File: src/verilog/barq_map.svh
`ifndef BARQ_MAP_SVH
`define BARQ_MAP_SVH
// reset timing, in native units and derived counts at 20 ns per cycle
`define BARQ_CLK_PERIOD_NS      20
`define BARQ_RST_PWR_US         1000
`define BARQ_RST_CLK_US         100
`define BARQ_RST_PWR_CYC        ((`BARQ_RST_PWR_US * 1000 + `BARQ_CLK_PERIOD_NS - 1) / `BARQ_CLK_PERIOD_NS)
`define BARQ_RST_CLK_CYC        ((`BARQ_RST_CLK_US * 1000 + `BARQ_CLK_PERIOD_NS - 1) / `BARQ_CLK_PERIOD_NS)
`define BARQ_FIRST_FRAME_CLKS   5
`define BARQ_SIG_QUIET_CLKS     4
`endif

File: src/verilog/barq_pkg.sv
package barq_pkg;
    typedef enum logic [1:0] {
        BARQ_ST_RESET = 2'b00,
        BARQ_ST_WAIT  = 2'b01,
        BARQ_ST_IDLE  = 2'b10,
        BARQ_ST_RUN   = 2'b11
    } barq_state_e;
    // bus control sampled from pins, active high after inversion
    typedef struct packed {
        logic frame;
        logic irdy;
        logic idsel;
        logic pme;
        logic serr;
    } barq_ctl_s;
endpackage : barq_pkg

File: src/verilog/barq_sync3.sv
`timescale 1ns/1ps
// three-stage input synchroniser; a change counts once stages two and three agree
module barq_sync3 #(
    parameter int W = 1
) (
    // clock and reset
    input  wire logic         ref_clk,
    input  wire logic         rst_n,
    // data
    input  wire logic [W-1:0] d,
    output logic      [W-1:0] q
);
    logic [W-1:0] s1, s2, s3;
    logic [W-1:0] next_q;
    always_comb begin
        for (int i = 0; i < W; i++) begin
            next_q[i] = (s2[i] == s3[i]) ? s3[i] : q[i];
        end
    end
    always_ff @(posedge ref_clk or negedge rst_n) begin
        if (!rst_n) begin
            s1 <= '1;
            s2 <= '1;
            s3 <= '1;
            q  <= '1;
        end else begin
            s1 <= d;
            s2 <= s1;
            s3 <= s2;
            q  <= next_q;
        end
    end
endmodule : barq_sync3

File: src/verilog/barq_top.sv
`timescale 1ns/1ps
`include "barq_map.svh"
// Summary of operation
// sample bus inputs only on qualified edges
// ignore AD, byte enables, parity at turnaround
// idsel honoured only in configuration cycles
// ignore pme/serr for cycles after deassertion
// ignore inputs during and after reset
// reset accepted asynchronously, release may be synchronous
// outputs float at once on reset
// reset counts after power and clock times
// generator asserts reset on power-up, failure
// generator asserts reset early in power-up
// 500 mV rail fault: reset within 500 ns
// 5V below 3.3V: reset within 100 ns
// in-spec reset lasts minimum pulse width
// first release waits power-valid-to-release time
// bus idle five clocks before first frame
// hold state machines until released, ready, idle
// reset-to-first-frame delay is five clocks
// reset held 1 ms after power stable
// reset held 100 us after clock stable
// 100 ms from supplies valid to release
// release passes two-stage synchroniser
// bus idle when frame and irdy deasserted
module barq_top
    import barq_pkg::*;
#(
    parameter int RST_PWR_CYC = `BARQ_RST_PWR_CYC,
    parameter int RST_CLK_CYC = `BARQ_RST_CLK_CYC,
    parameter int QUIET_CLKS  = `BARQ_SIG_QUIET_CLKS
) (
    // clock and bus reset
    input  wire logic ref_clk,
    input  wire logic nrst,
    // device status
    input  wire logic pwr_stable,
    input  wire logic clk_stable,
    input  wire logic core_ready,
    // bus control pins, active low except idsel, which is active high
    input  wire logic frame_n,
    input  wire logic irdy_n,
    input  wire logic pme_n,
    input  wire logic serr_n,
    input  wire logic idsel,
    // transaction phase from the protocol engine
    input  wire logic cfg_cycle,
    input  wire logic ad_turnaround,
    // qualified outputs
    output logic      bus_oe,
    output logic      dev_reset_done,
    output logic      sm_run,
    output logic      bus_idle,
    output logic      idsel_q,
    output logic      pme_q,
    output logic      serr_q,
    output logic      ad_sample_en
);
    logic        rs1, rs2;
    logic        rst_n;
    barq_ctl_s   pin_raw, pin_s;
    barq_state_e state, next_state;
    logic [31:0] pwr_cnt, next_pwr_cnt, clk_cnt, next_clk_cnt;
    logic [7:0]  pme_cnt, next_pme_cnt, serr_cnt, next_serr_cnt;
    logic        pme_old, serr_old;
    logic        next_bus_oe, next_done, next_run, next_idle;
    logic        next_idsel, next_pme, next_serr, next_ad;
    logic        qual;

    // async assert, two-flop release
    always_ff @(posedge ref_clk or negedge nrst) begin
        if (!nrst) begin
            rs1 <= 1'b0;
            rs2 <= 1'b0;
        end else begin
            rs1 <= 1'b1;
            rs2 <= rs1;
        end
    end
    assign rst_n = rs2;

    assign pin_raw = '{frame: ~frame_n, irdy: ~irdy_n, idsel: idsel, pme: ~pme_n, serr: ~serr_n};
    barq_sync3 #(.W($bits(barq_ctl_s))) u_sync (
        .ref_clk (ref_clk),
        .rst_n   (rst_n),
        .d       (pin_raw),
        .q       (pin_s)
    );

    // inputs qualify only once reset has fully ended
    assign qual = (state != BARQ_ST_RESET);

    always_comb begin
        next_pwr_cnt = pwr_stable ? ((pwr_cnt < RST_PWR_CYC) ? pwr_cnt + 32'd1 : pwr_cnt) : 32'd0;
        next_clk_cnt = clk_stable ? ((clk_cnt < RST_CLK_CYC) ? clk_cnt + 32'd1 : clk_cnt) : 32'd0;
        next_done    = (pwr_cnt >= RST_PWR_CYC) && (clk_cnt >= RST_CLK_CYC);
        next_idle    = qual && !pin_s.frame && !pin_s.irdy;
        next_state   = state;
        case (state)
            BARQ_ST_RESET: if (dev_reset_done) next_state = BARQ_ST_WAIT;
            BARQ_ST_WAIT:  if (core_ready) next_state = BARQ_ST_IDLE;
            BARQ_ST_IDLE:  if (!core_ready) next_state = BARQ_ST_WAIT;
                           else if (bus_idle) next_state = BARQ_ST_RUN;
            BARQ_ST_RUN:   next_state = BARQ_ST_RUN;
            default:       next_state = BARQ_ST_RESET;
        endcase
        next_run     = (next_state == BARQ_ST_RUN);
        next_bus_oe  = next_run;
        next_idsel   = next_run && cfg_cycle && pin_s.idsel;
        next_ad      = next_run && !ad_turnaround;
        // hold-off after deassertion guards against slow pull-up recovery
        next_pme_cnt  = (pme_old && !pin_s.pme) ? 8'(QUIET_CLKS) : ((pme_cnt != 8'd0) ? pme_cnt - 8'd1 : 8'd0);
        next_serr_cnt = (serr_old && !pin_s.serr) ? 8'(QUIET_CLKS) : ((serr_cnt != 8'd0) ? serr_cnt - 8'd1 : 8'd0);
        next_pme     = qual && pin_s.pme && (pme_cnt == 8'd0);
        next_serr    = qual && pin_s.serr && (serr_cnt == 8'd0);
    end

    // outputs float at once: bus_oe, sm_run, idsel_q and ad_sample_en cleared by the raw async reset
    always_ff @(posedge ref_clk or negedge nrst) begin
        if (!nrst) begin
            bus_oe       <= 1'b0;
            sm_run       <= 1'b0;
            idsel_q      <= 1'b0;
            ad_sample_en <= 1'b0;
        end else if (!rst_n) begin
            bus_oe       <= 1'b0;
            sm_run       <= 1'b0;
            idsel_q      <= 1'b0;
            ad_sample_en <= 1'b0;
        end else begin
            bus_oe       <= next_bus_oe;
            sm_run       <= next_run;
            idsel_q      <= next_idsel;
            ad_sample_en <= next_ad;
        end
    end

    // counters run while bus reset is held; done stays set through a reset until power or clock is no longer counted stable
    always_ff @(posedge ref_clk or negedge rst_n) begin
        if (!rst_n) begin
            state    <= BARQ_ST_RESET;
            bus_idle <= 1'b0;
            pme_q    <= 1'b0;
            serr_q   <= 1'b0;
            pme_old  <= 1'b0;
            serr_old <= 1'b0;
            pme_cnt  <= 8'd0;
            serr_cnt <= 8'd0;
        end else begin
            state    <= next_state;
            bus_idle <= next_idle;
            pme_q    <= next_pme;
            serr_q   <= next_serr;
            pme_old  <= pin_s.pme;
            serr_old <= pin_s.serr;
            pme_cnt  <= next_pme_cnt;
            serr_cnt <= next_serr_cnt;
        end
    end

    // timing of reset length is measured while nrst is low, so not reset by it
    always_ff @(posedge ref_clk) begin
        pwr_cnt        <= next_pwr_cnt;
        clk_cnt        <= next_clk_cnt;
        dev_reset_done <= next_done || (dev_reset_done && rst_n);
    end

    a_float_on_reset: assert property (@(posedge ref_clk) !nrst |-> !bus_oe)
        else $error("bus outputs driven during reset");
    a_run_needs_idle: assert property (@(posedge ref_clk) disable iff (!rst_n)
        $rose(sm_run) |-> $past(bus_idle) && $past(core_ready))
        else $error("state machines left reset without idle bus");
    a_idsel_cfg_only: assert property (@(posedge ref_clk) disable iff (!rst_n)
        idsel_q |-> $past(cfg_cycle))
        else $error("idsel honoured outside configuration");
    a_ad_turnaround: assert property (@(posedge ref_clk) disable iff (!rst_n)
        ad_sample_en |-> !$past(ad_turnaround))
        else $error("ad sampled during turnaround");
    a_pme_quiet: assert property (@(posedge ref_clk) disable iff (!rst_n)
        $fell(pin_s.pme) |-> ##1 !pme_q [*4])
        else $error("pme seen in quiet period");
    a_serr_quiet: assert property (@(posedge ref_clk) disable iff (!rst_n)
        $fell(pin_s.serr) |-> ##1 !serr_q [*4])
        else $error("serr seen in quiet period");
    a_done_times: assert property (@(posedge ref_clk)
        $rose(dev_reset_done) |-> $past(pwr_cnt) >= RST_PWR_CYC && $past(clk_cnt) >= RST_CLK_CYC)
        else $error("reset done too early");
    a_inputs_ignored: assert property (@(posedge ref_clk) disable iff (!rst_n)
        (state == BARQ_ST_RESET) |=> !bus_idle && !pme_q)
        else $error("inputs used while in reset");
endmodule : barq_top

File: config.mk
export PLATFORM = sky130hd
export DESIGN_NAME = barq_top
export DESIGN_NICKNAME = d
export VERILOG_FILES = /design/src/verilog/barq_pkg.sv /design/src/verilog/barq_sync3.sv /design/src/verilog/barq_top.sv
export VERILOG_INCLUDE_DIRS = /design/src /design/src/verilog
export SDC_FILE = /design/constraint.sdc
export NUM_CORES = 1
export LEC_CHECK = 0
export ABC_AREA = 0
export BUFFER_PORTS_ARGS = -buffer_cell sky130_fd_sc_hd__clkbuf_2
export CAP_MARGIN = 20
export CORE_ASPECT_RATIO = 1.4
export CORE_MARGIN = 1.5
export CORE_UTILIZATION = 40
export CTS_CLUSTER_DIAMETER = 30
export DETAILED_ROUTE_END_ITERATION = 10
export GPL_ROUTABILITY_DRIVEN = 0
export GPL_TIMING_DRIVEN = 1
export PLACE_DENSITY = 0.59
export SYNTH_ARGS = -nofsm -noshare
export SYNTH_HDL_FRONTEND = slang
export SYNTH_SLANG_ARGS = --single-unit
File: constraint.sdc
create_clock -name ref_clk -period 1.96 [get_ports ref_clk]
set_input_delay 0.196 -clock ref_clk [delete_from_list [all_inputs] [get_ports ref_clk]]
set_output_delay 0.196 -clock ref_clk [all_outputs]
set_load 0.02 [all_outputs]
=== Word-level counts from Yosys, hierarchy flattened ===
Cells that the tools add are included.

* Bits in registers: 113

* Equality and inequality tests: 9
* Add/sub/neg operators: 4
* Multiplexer cells: 12
* Magnitude comparators: 4
* Reductions and logical operators: 25
* Bitwise operators: 4

{| class="wikitable"
|+ Operators with widths
! kind !! count
|-
| $add A32 B1 Y32 const B || 2
|-
| $ge A32 B13 Y1 const B || 1
|-
| $ge A32 B16 Y1 const B || 1
|-
| $lt A32 B13 Y1 const B || 1
|-
| $lt A32 B16 Y1 const B || 1
|-
| $mux W8 || 4
|-
| $logic_not A8 Y1 || 2
|-
| $reduce_bool A8 Y1 || 2
|-
| $sub A8 B1 Y8 const B || 2
|-
| $logic_and A1 B1 Y1 || 13
|-
| $mux W2 || 4
|-
| $pmux W2 S4 || 1
|-
| $eq A2 B2 Y1 const B || 3
|-
| $eq A1 B1 Y1 || 5
|-
| $logic_not A1 Y1 || 5
|-
| $not A1 Y1 || 4
|-
| $mux W1 || 3
|-
| $eq A2 B1 Y1 const B || 1
|-
| $logic_not A2 Y1 || 1
|-
| $reduce_bool A2 Y1 || 1
|-
| $logic_or A1 B1 Y1 || 1
|}

=== Longest topological paths before layout ===
Gate-level depths: netlist of the first run.

* Depth after elaboration: 7
* Gate-level depth with buffers: 6
* Depth with buffers taken out: 6

=== Cells and area by module ===
From an unflattened synthesis of the first run, not the netlist that was laid out.

* Cell total of the unflattened synthesis: 398
* Area total of the unflattened synthesis: 4,287.9 um^2

{| class="wikitable"
|+ Modules (own cells, without submodules)
! module !! seq. area each (um^2) !! instances !! cells an instance !! area an instance (um^2)
|-
| barq_top || 2,001.9 || 1 || 373 || 3,706.1
|-
| barq_sync3 || 525.5 || 1 || 25 || 581.8
|}

=== Least setup slack after synthesis of the first run ===
No wires, ideal clock.

* Path type: reg-to-reg
* Start: reg clk_cnt[3]
* End: reg clk_cnt[9]
* Setup time: 0.118 ns
* Setup slack: 0.016 ns
* Arrival time: 1.826 ns
* Cell stages (with the launch flop): 6
* Buffers on the path: 0
* Required time: 1.842 ns
* Clock period less this slack: 1.944 ns
* Cells stage by stage: dfxtp_1 or4_4 a211oi_4 o2111ai_4 or3_1 mux2i_1

* Longest elaborated chain between the ends: 1

{| class="wikitable"
|+ Ends and longest elaborated chain
! element !! line !! source
|-
| start: declaration || barq_top.sv:63 || <nowiki>logic [31:0] pwr_cnt, next_pwr_cnt, clk_cnt, next_clk_cnt;</nowiki>
|-
| start signal: assignment || barq_top.sv:164 || <nowiki>clk_cnt <= next_clk_cnt;</nowiki>
|-
| $add A32 B1 Y32 or $lt A32 B13 Y1 (tied branches) || barq_top.sv:95 || <nowiki>next_clk_cnt = clk_stable ? ((clk_cnt < RST_CLK_CYC) ? clk_cnt + 32'd1 : clk_cnt) : 32'd0;</nowiki>
|}

Several ways; a longest one is shown, not always the timed one.
A chain may end at the register's enable or synchronous reset.

=== Final worst setup path of the first run ===
* Start: reg clk_cnt[3]
* End: reg clk_cnt[5]

Same word-level chain as after synthesis.

==> results of run 1 <==
## cell families (layout without fill, tap and decap cells)
group,Yosys count,in the layout,synth area share
AND/OR/NAND/NOR,178,178,0.2378
flip-flops,113,113,0.5886
AO/OA/AOI/OAI,41,41,0.06440
buffers and inverters,28,94,0.02564
XOR/XNOR,16,16,0.03264
adder cells (fa/ha/maj),11,11,0.02914
multiplexers,9,9,0.02098
other,1,1,0.0008733
## cell type report
cell class / count / area, um2 / area share
multi-input combinational: 256 / 1683 / 0.3135
clock inverter: 10 / 132.6 / 0.02471
sequential: 113 / 2532 / 0.4718
clock buffer: 22 / 474.2 / 0.08834
tap: 138 / 172.7 / 0.03217
inverter: 20 / 75.07 / 0.01399
timing repair buffer: 42 / 297.8 / 0.05548
## metrics by stage
stage	instance area, um2	hold slack (ns)	utilization	std cells	worst slack (ns)
5_1_grt	5368	0.03541	0.5159	601	-0.03184
2_1_floorplan	4294	-0.09959	-	397	0.01614
3_5_place_dp	4623	0.02350	0.4443	557	-0.02136
4_1_cts	5315	0.01849	0.5108	596	0.003793
3_3_place_gp	4623	0.01557	0.4443	557	-0.01536
6_report	5368	0.03771	0.5159	601	0.02797
## flip-flops by register name, summed over array words and instances (netlist names), 2 cells and up
signal and flops:
clk_cnt 32, pwr_cnt 32, pme_cnt 8, serr_cnt 8, u_sync.q 5, u_sync.s1 5
u_sync.s2 5, u_sync.s3 5, state 2
## Yosys cell counts (all sizes together), types with 10 or more instances
cell,count
dfrtp,28
nor4,10
nand3,12
inv,20
a21oi,14
dfxtp,65
nor2,32
o21ai,14
nand2b,11
nand2,25
dfstp,20
and2,38
## worst max-delay path, delay by kind of cell, from the launching register on
kind	cells	cell delay, ns
buffers and inverters	1	0.14
and+or+nand+nor	2	0.66
muxes	1	0.13
AOI/OAI and AO/OA	2	0.58
DFF	1	0.31
## power groups by stage
stage                     Sequential, mW  Combinational (mW)  Clock (mW)
after global routing                2.70               0.678        3.27
after CTS                           2.68               0.597        3.18
after global placement              2.71               0.553           0
after floorplan                     2.69               0.461           0
after detailed placement            2.71               0.577           0
final                               2.68               0.589        3.08
## worst max-delay path by stage
stage	start	end	slack [ns]	cells past startpoint
floorplan	clk_cnt[3]$_SDFFE_PN0N_	clk_cnt[9]$_SDFFE_PN0N_	0.02	5
global placement	pwr_cnt[11]$_SDFFE_PN0N_	pwr_cnt[9]$_SDFFE_PN0N_	-0.02	5
detailed placement	pwr_cnt[11]$_SDFFE_PN0N_	pwr_cnt[9]$_SDFFE_PN0N_	-0.02	5
CTS	clk_cnt[3]$_SDFFE_PN0N_	clk_cnt[5]$_SDFFE_PN0N_	0.004	6
global route	clk_cnt[3]$_SDFFE_PN0N_	clk_cnt[5]$_SDFFE_PN0N_	-0.03	6
finish	clk_cnt[3]$_SDFFE_PN0N_	clk_cnt[5]$_SDFFE_PN0N_	0.03	6
## timing repair
action / CTS / global route
gates resized for setup: 4 / 4
hold endpoints to repair: 11 / 0
pin swaps: 2 / 8
setup buffers: 0 / 5
hold buffers: 7 / 0
setup endpoints to repair: 1 / 15
## cells in the final DEF (no fill, tap or decap), types with 7 or more instances in the layout
cell and count:
sky130_fd_sc_hd__dfxtp_1 62, sky130_fd_sc_hd__and2_1 38, sky130_fd_sc_hd__nor2_1 32, sky130_fd_sc_hd__dfrtp_1 27, sky130_fd_sc_hd__nand2_1 25, sky130_fd_sc_hd__inv_1 20
sky130_fd_sc_hd__dfstp_2 20, sky130_fd_sc_hd__clkbuf_2 19, sky130_fd_sc_hd__clkbuf_16 17, sky130_fd_sc_hd__buf_4 15, sky130_fd_sc_hd__a21oi_1 14, sky130_fd_sc_hd__nand3_1 12
sky130_fd_sc_hd__nand2b_1 11, sky130_fd_sc_hd__o21ai_0 10, sky130_fd_sc_hd__or3_1 9, sky130_fd_sc_hd__xnor2_1 9, sky130_fd_sc_hd__mux2i_1 9, sky130_fd_sc_hd__nor3_1 8
sky130_fd_sc_hd__and3_1 8, sky130_fd_sc_hd__xor2_1 7, sky130_fd_sc_hd__dlygate4sd3_1 7
## routing by layer
layer,vias to the layer above,part of all wire
met1,1362,0.48
met2,32,0.47
met4,0,0.019
met5,-,0
li1,1453,-
met3,11,0.027
==> impl_metrics.py, run 1 <==
metrics = {
    "clocking": {
        "worst_skew_pair.late_latency_ns": 0.40,
        "cts_made_buffers": 17,
        "number_of_clock_sinks": 113,
        "clock_tree.root_cell": "sky130_fd_sc_hd__clkbuf_16",
        "register_clock_pin_slew_on_the_reported_worst_setup_and_hold_paths_ns": 0.05,
        "cts-htree-levels": 4,
        "clockBufferDepth": 2,
        "cts_tree": "built",
    },
    "logic_synthesis": {
        "synth-seq-cells": 113,
        "syn_inst_count": 397,
        "post-synth-top-area-fraction": 0.3030,
        "synth_seq_area_share": 0.5886,
        "synth_fp_nets": 415,
        "post_synth_num_cell_types": 45,
        "synth-main-ff-cell": "sky130_fd_sc_hd__dfxtp_1",
        "ys_top_cells_by_area": "sky130_fd_sc_hd__dfxtp_1 30%, sky130_fd_sc_hd__dfrtp_1 16%, sky130_fd_sc_hd__dfstp_2 12%",
        "synthesis.area_um2": 4294,
        "synth_top_cell_by_area": "sky130_fd_sc_hd__dfxtp_1",
        "postSynthAreaPerCell_um2": 10.82,
        "synth_edf_count": 0,
        "synth_warnings": 0,
        "synth_async_sr_flop_share": 0.4248,
    },
    "final_layout": {
        "area_delta_synth_final_pct": 25.00,
        "finish.net_count": 468,
        "n_antenna_cell": 0,
        "layout-drive-gt1-share": 0.2160,
        "fillCellCount": 912,
    },
    "critical_path": {
        "critical_path_required_ns": 2.25,
        "cp-start-kind": "flip-flop",
        "critical_path.max_fanout": 11,
        "worstReg2RegStart": "clk_cnt[3]$_SDFFE_PN0N_",
        "worstSetupPathType": "reg2reg",
        "ff2ff_setup_slack_ns": 0.03,
        "critical_path.cell_chain": "or4_4 > a211oi_4 > o2111a_1 > buf_12 > nand4_1 > mux2i_1",
        "worst_r2r_endpoint": "clk_cnt[5]$_SDFFE_PN0N_",
        "cp_slowest_stage_delay_ns": 0.55,
        "critical_path.slowest_cell": "sky130_fd_sc_hd__or4_4",
        "worstRegToRegCells": 6,
        "crit_path_end_kind": "flip-flop",
        "crit_arrival_ns": 2.22,
    },
    "pwr": {
        "power.leakage_nw": 2.273,
        "power_per_cell_area_nw_per_um2": 1182,
        "p_clk_frac": 0.485,
        "sw_frac_of_total": 0.2307,
        "total_power_mw": 6.347,
        "net-switching-power_mw": 1.464,
        "p_int_mw": 4.883,
        "power.sequential.fraction": 0.422,
        "ir_drop_mv": 0.5734,
        "power.combinational.fraction": 0.093,
    },
    "placement": {
        "io_buffers": 19,
        "dp_hpwl_um": 4644,
    },
    "global_route": {
        "groute.layer.met2.usage": 0.2198,
        "pin_count_of_the_biggest_net_entering_global_routing": 40,
        "grt_first_pass_wirelength_um": 12480,
        "grt_util_all_layers": 0.1379,
        "gr-max-usage-layer": "met2",
        "grt.overflow.total": 0,
        "grtUsageMet1": 0.1625,
        "antenna_found_initial": 0,
        "vias_in_the_first_global_route": 2883,
        "gr-usage-met3": 0.04805,
    },
    "sta": {
        "fin_skew_ns": 0.006980,
        "setup_tns_ns": 0,
        "grt_setup_unrepaired": "yes",
        "fin_crit_sh": 0.9857,
        "max_clock_freq_mhz": 517.6,
        "setup-violations-final": 0,
        "hold_violation_total_from_the_final_report": 0,
        "slew_viol_final": 0,
        "finalCriticalPeriod_ns": 1.932,
    },
    "drt": {
        "viasPerCell": 4.755,
        "firstDrtPassIters": 6,
        "drt.antenna.violating_nets": 0,
        "initial_drc_count": 74,
        "drt_wl_total_um": 7165,
        "drc_errors": 0,
        "avgRoutedWirePerCell_um": 11.92,
        "dr_total_vias": 2858,
    },
    "die": {
        "die_w_um": 90.57,
        "core_region_area_um2": 10410,
        "die_y_um": 125.6,
        "initial_cell_density_of_the_core": 0.4127,
        "row_count": 44,
        "dieArea_um2": 11370,
        "io_pins": 20,
    },
    "hold_path": {
        "hold_end": "idsel_q$_DFF_PN0_",
        "holdPathStages": 2,
        "hold_class": "in2reg",
        "hp-start": "cfg_cycle",
    },
    "status": {
        "status": "completed",
    },
    "flow_run": {
        "max-cap-violations": 0,
    },
}
No activity file was read; power rests on OpenSTA's default activity.
==> inputs of run 2 (changes only) <==
PLACE_DENSITY = default   (was 0.59)
PLACE_DENSITY_LB_ADDON = 0.3   (was default)
==> run 2 against run 1 <==
Compared with the run above:
- the flow now finishes with violations (setup timing)
- total power increased by 1.3%
- clock skew decreased by 0.00082 ns
- design area grew 0.72%
- count of clock-buffer cells in the layout is 1 lower
- core utilization increased by 0.37 points
- combinational power shrank 1%
- wire length fell by 0.35%
- global-route usage is essentially flat
- critical path depth is the same
- non-clock buffer count grew 2
- sequential share of layout area down 0.36 points
- critical path type unchanged
==> impl_metrics.py, run 2 (synthesis gave the netlist of run 1 again) <==
metrics = {
    "clocking": {
        "clock_tree.root_cell": "sky130_fd_sc_hd__clkbuf_16",
        "cts_made_buffers": 17,
        "number_of_clock_sinks": 113,
        "worst_skew_pair.late_latency_ns": 0.41,
        "cts_tree": "built",
        "register_clock_pin_slew_on_the_reported_worst_setup_and_hold_paths_ns": 0.05,
        "clockBufferDepth": 2,
        "cts-htree-levels": 4,
    },
    "pwr": {
        "power_per_cell_area_nw_per_um2": 1189,
        "total_power_mw": 6.430,
        "power.leakage_nw": 2.285,
        "net-switching-power_mw": 1.456,
        "sw_frac_of_total": 0.2264,
        "p_int_mw": 4.974,
        "power.sequential.fraction": 0.416,
        "power.combinational.fraction": 0.090,
        "ir_drop_mv": 0.6779,
        "p_clk_frac": 0.494,
    },
    "sta": {
        "slew_viol_final": 0,
        "setup_slack_ns": -0.01099,
        "max_clock_freq_mhz": 507.4,
        "fin_worst_hold_slack_ns": 0.03401,
        "setup_tns_ns": -0.01099,
        "fin_crit_sh": 1.006,
        "grt_setup_unrepaired": "yes",
        "fin_skew_ns": 0.006159,
        "finalCriticalPeriod_ns": 1.971,
        "hold_violation_total_from_the_final_report": 0,
        "setup-violations-final": 1,
    },
    "critical_path": {
        "cp-start-kind": "flip-flop",
        "critical_path_required_ns": 2.25,
        "cp_slowest_stage_delay_ns": 0.54,
        "crit_path_end_kind": "flip-flop",
        "critical_path.max_fanout": 3,
        "ff2ff_setup_slack_ns": -0.01,
        "critical_path.cell_chain": "or4_4 > a211oi_4 > buf_4 > o2111ai_4 > or3_1 > mux2i_1",
        "crit_arrival_ns": 2.26,
        "critical_path.slowest_cell": "sky130_fd_sc_hd__or4_4",
        "worstSetupPathType": "reg2reg",
    },
    "final_layout": {
        "largest_registers": "clk_cnt x32, pwr_cnt x32",
        "layout_commonest_cell": "sky130_fd_sc_hd__dfxtp_1",
        "most-common-layout-cells": "63 x sky130_fd_sc_hd__dfxtp_1, 38 x sky130_fd_sc_hd__and2_1, 30 x sky130_fd_sc_hd__nor2_1",
        "area_delta_synth_final_pct": 25.90,
        "finish.net_count": 470,
        "n_antenna_cell": 0,
        "layout-drive-gt1-share": 0.2301,
    },
    "drt": {
        "viasPerCell": 4.784,
        "drt.antenna.violating_nets": 0,
        "avgRoutedWirePerCell_um": 11.84,
        "dr_total_vias": 2885,
        "initial_drc_count": 68,
        "drc_errors": 0,
        "firstDrtPassIters": 4,
        "drt_wl_total_um": 7140,
    },
    "global_route": {
        "antenna_found_initial": 0,
        "grt_util_all_layers": 0.1382,
        "grt_first_pass_wirelength_um": 12270,
        "vias_in_the_first_global_route": 2881,
        "grt.overflow.total": 0,
        "pin_count_of_the_biggest_net_entering_global_routing": 26,
    },
    "placement": {
        "dp_hpwl_um": 4684,
        "io_buffers": 19,
    },
    "flow_run": {
        "max-cap-violations": 0,
    },
    "status": {
        "status": "finished, violations left",
        "failed_checks": "setup timing",
    },
    "die": {
        "dieArea_um2": 11370,
        "row_count": 44,
        "die_y_um": 125.6,
        "core_region_area_um2": 10410,
        "io_pins": 20,
        "die_w_um": 90.57,
        "initial_cell_density_of_the_core": 0.4127,
    },
    "hold_path": {
        "hold_class": "in2reg",
    },
}
## run 2: repair_timing
| item | CTS | global route |
|---|---|---|
| setup endpoints to repair | 1 | 15 |
| hold buffers | 7 | 0 |
| pin swaps | 0 | 7 |
| setup buffers | 0 | 5 |
| resized for setup | 2 | 14 |
| hold endpoints to repair | 11 | 0 |
## run 2: layout make-up
class / instances / area [um2]
inverter: 20 / 75.07
fill: 892 / 4999
tap: 138 / 172.7
clock inverter: 11 / 160.2
multi-input combinational: 256 / 1699
clock buffer: 21 / 460.4
timing repair buffer: 44 / 307.8
sequential: 113 / 2531
## run 2: path summary, 6_finish.rpt
check | cells past startpoint | end | from
max | 6 | clk_cnt[9]$_SDFFE_PN0N_ | clk_cnt[3]$_SDFFE_PN0N_
min | 2 | idsel_q$_DFF_PN0_ | cfg_cycle
max reg2reg | 6 | clk_cnt[9]$_SDFFE_PN0N_ | clk_cnt[3]$_SDFFE_PN0N_
min reg2reg | 0 | bus_idle$_DFF_PN0_ | rs2$_DFF_PN0_
max in group asynchronous | 1 | u_sync.s1[1]$_DFF_PN1_ | rs2$_DFF_PN0_
min in group asynchronous | 0 | bus_idle$_DFF_PN0_ | rs2$_DFF_PN0_
## run 2: power by group through the flow
stage / logic, mW / clock network [mW] / registers, mW
after floorplan: 0.461 / 0 / 2.69
after global placement: 0.558 / 0 / 2.71
after detailed placement: 0.574 / 0 / 2.72
after CTS: 0.596 / 3.25 / 2.68
after global routing: 0.670 / 3.35 / 2.70
final: 0.581 / 3.17 / 2.68
## run 2: critical path: cells and delay by family (launching register included)
kind / cells / cell delay, ns
mux: 1 / 0.12
buf+inv: 1 / 0.15
compound gates: 2 / 0.35
simple gates: 2 / 0.93
flops: 1 / 0.31
## run 2: per-stage QoR
stage | instance area, um2 | cells | setup WS [ns] | utilization
after floorplan | 4294 | 397 | 0.01614 | -
after global placement | 4626 | 559 | -0.01360 | 0.4446
after detailed placement | 4626 | 559 | -0.002674 | 0.4446
after CTS | 5324 | 598 | 0.0002658 | 0.5117
after global routing | 5406 | 603 | -0.05555 | 0.5196
final | 5406 | 603 | -0.01099 | 0.5196
## run 2: layer usage
| metal | wire length [um] | up-vias | global-route usage |
|---|---|---|---|
| li1 | - | 1468 | - |
| met1 | 3272 | 1363 | 0.1498 |
| met2 | 3417 | 36 | 0.2273 |
| met3 | 257 | 18 | 0.05535 |
| met4 | 192 | 0 | 0.07843 |
| met5 | 0 | - | 0 |
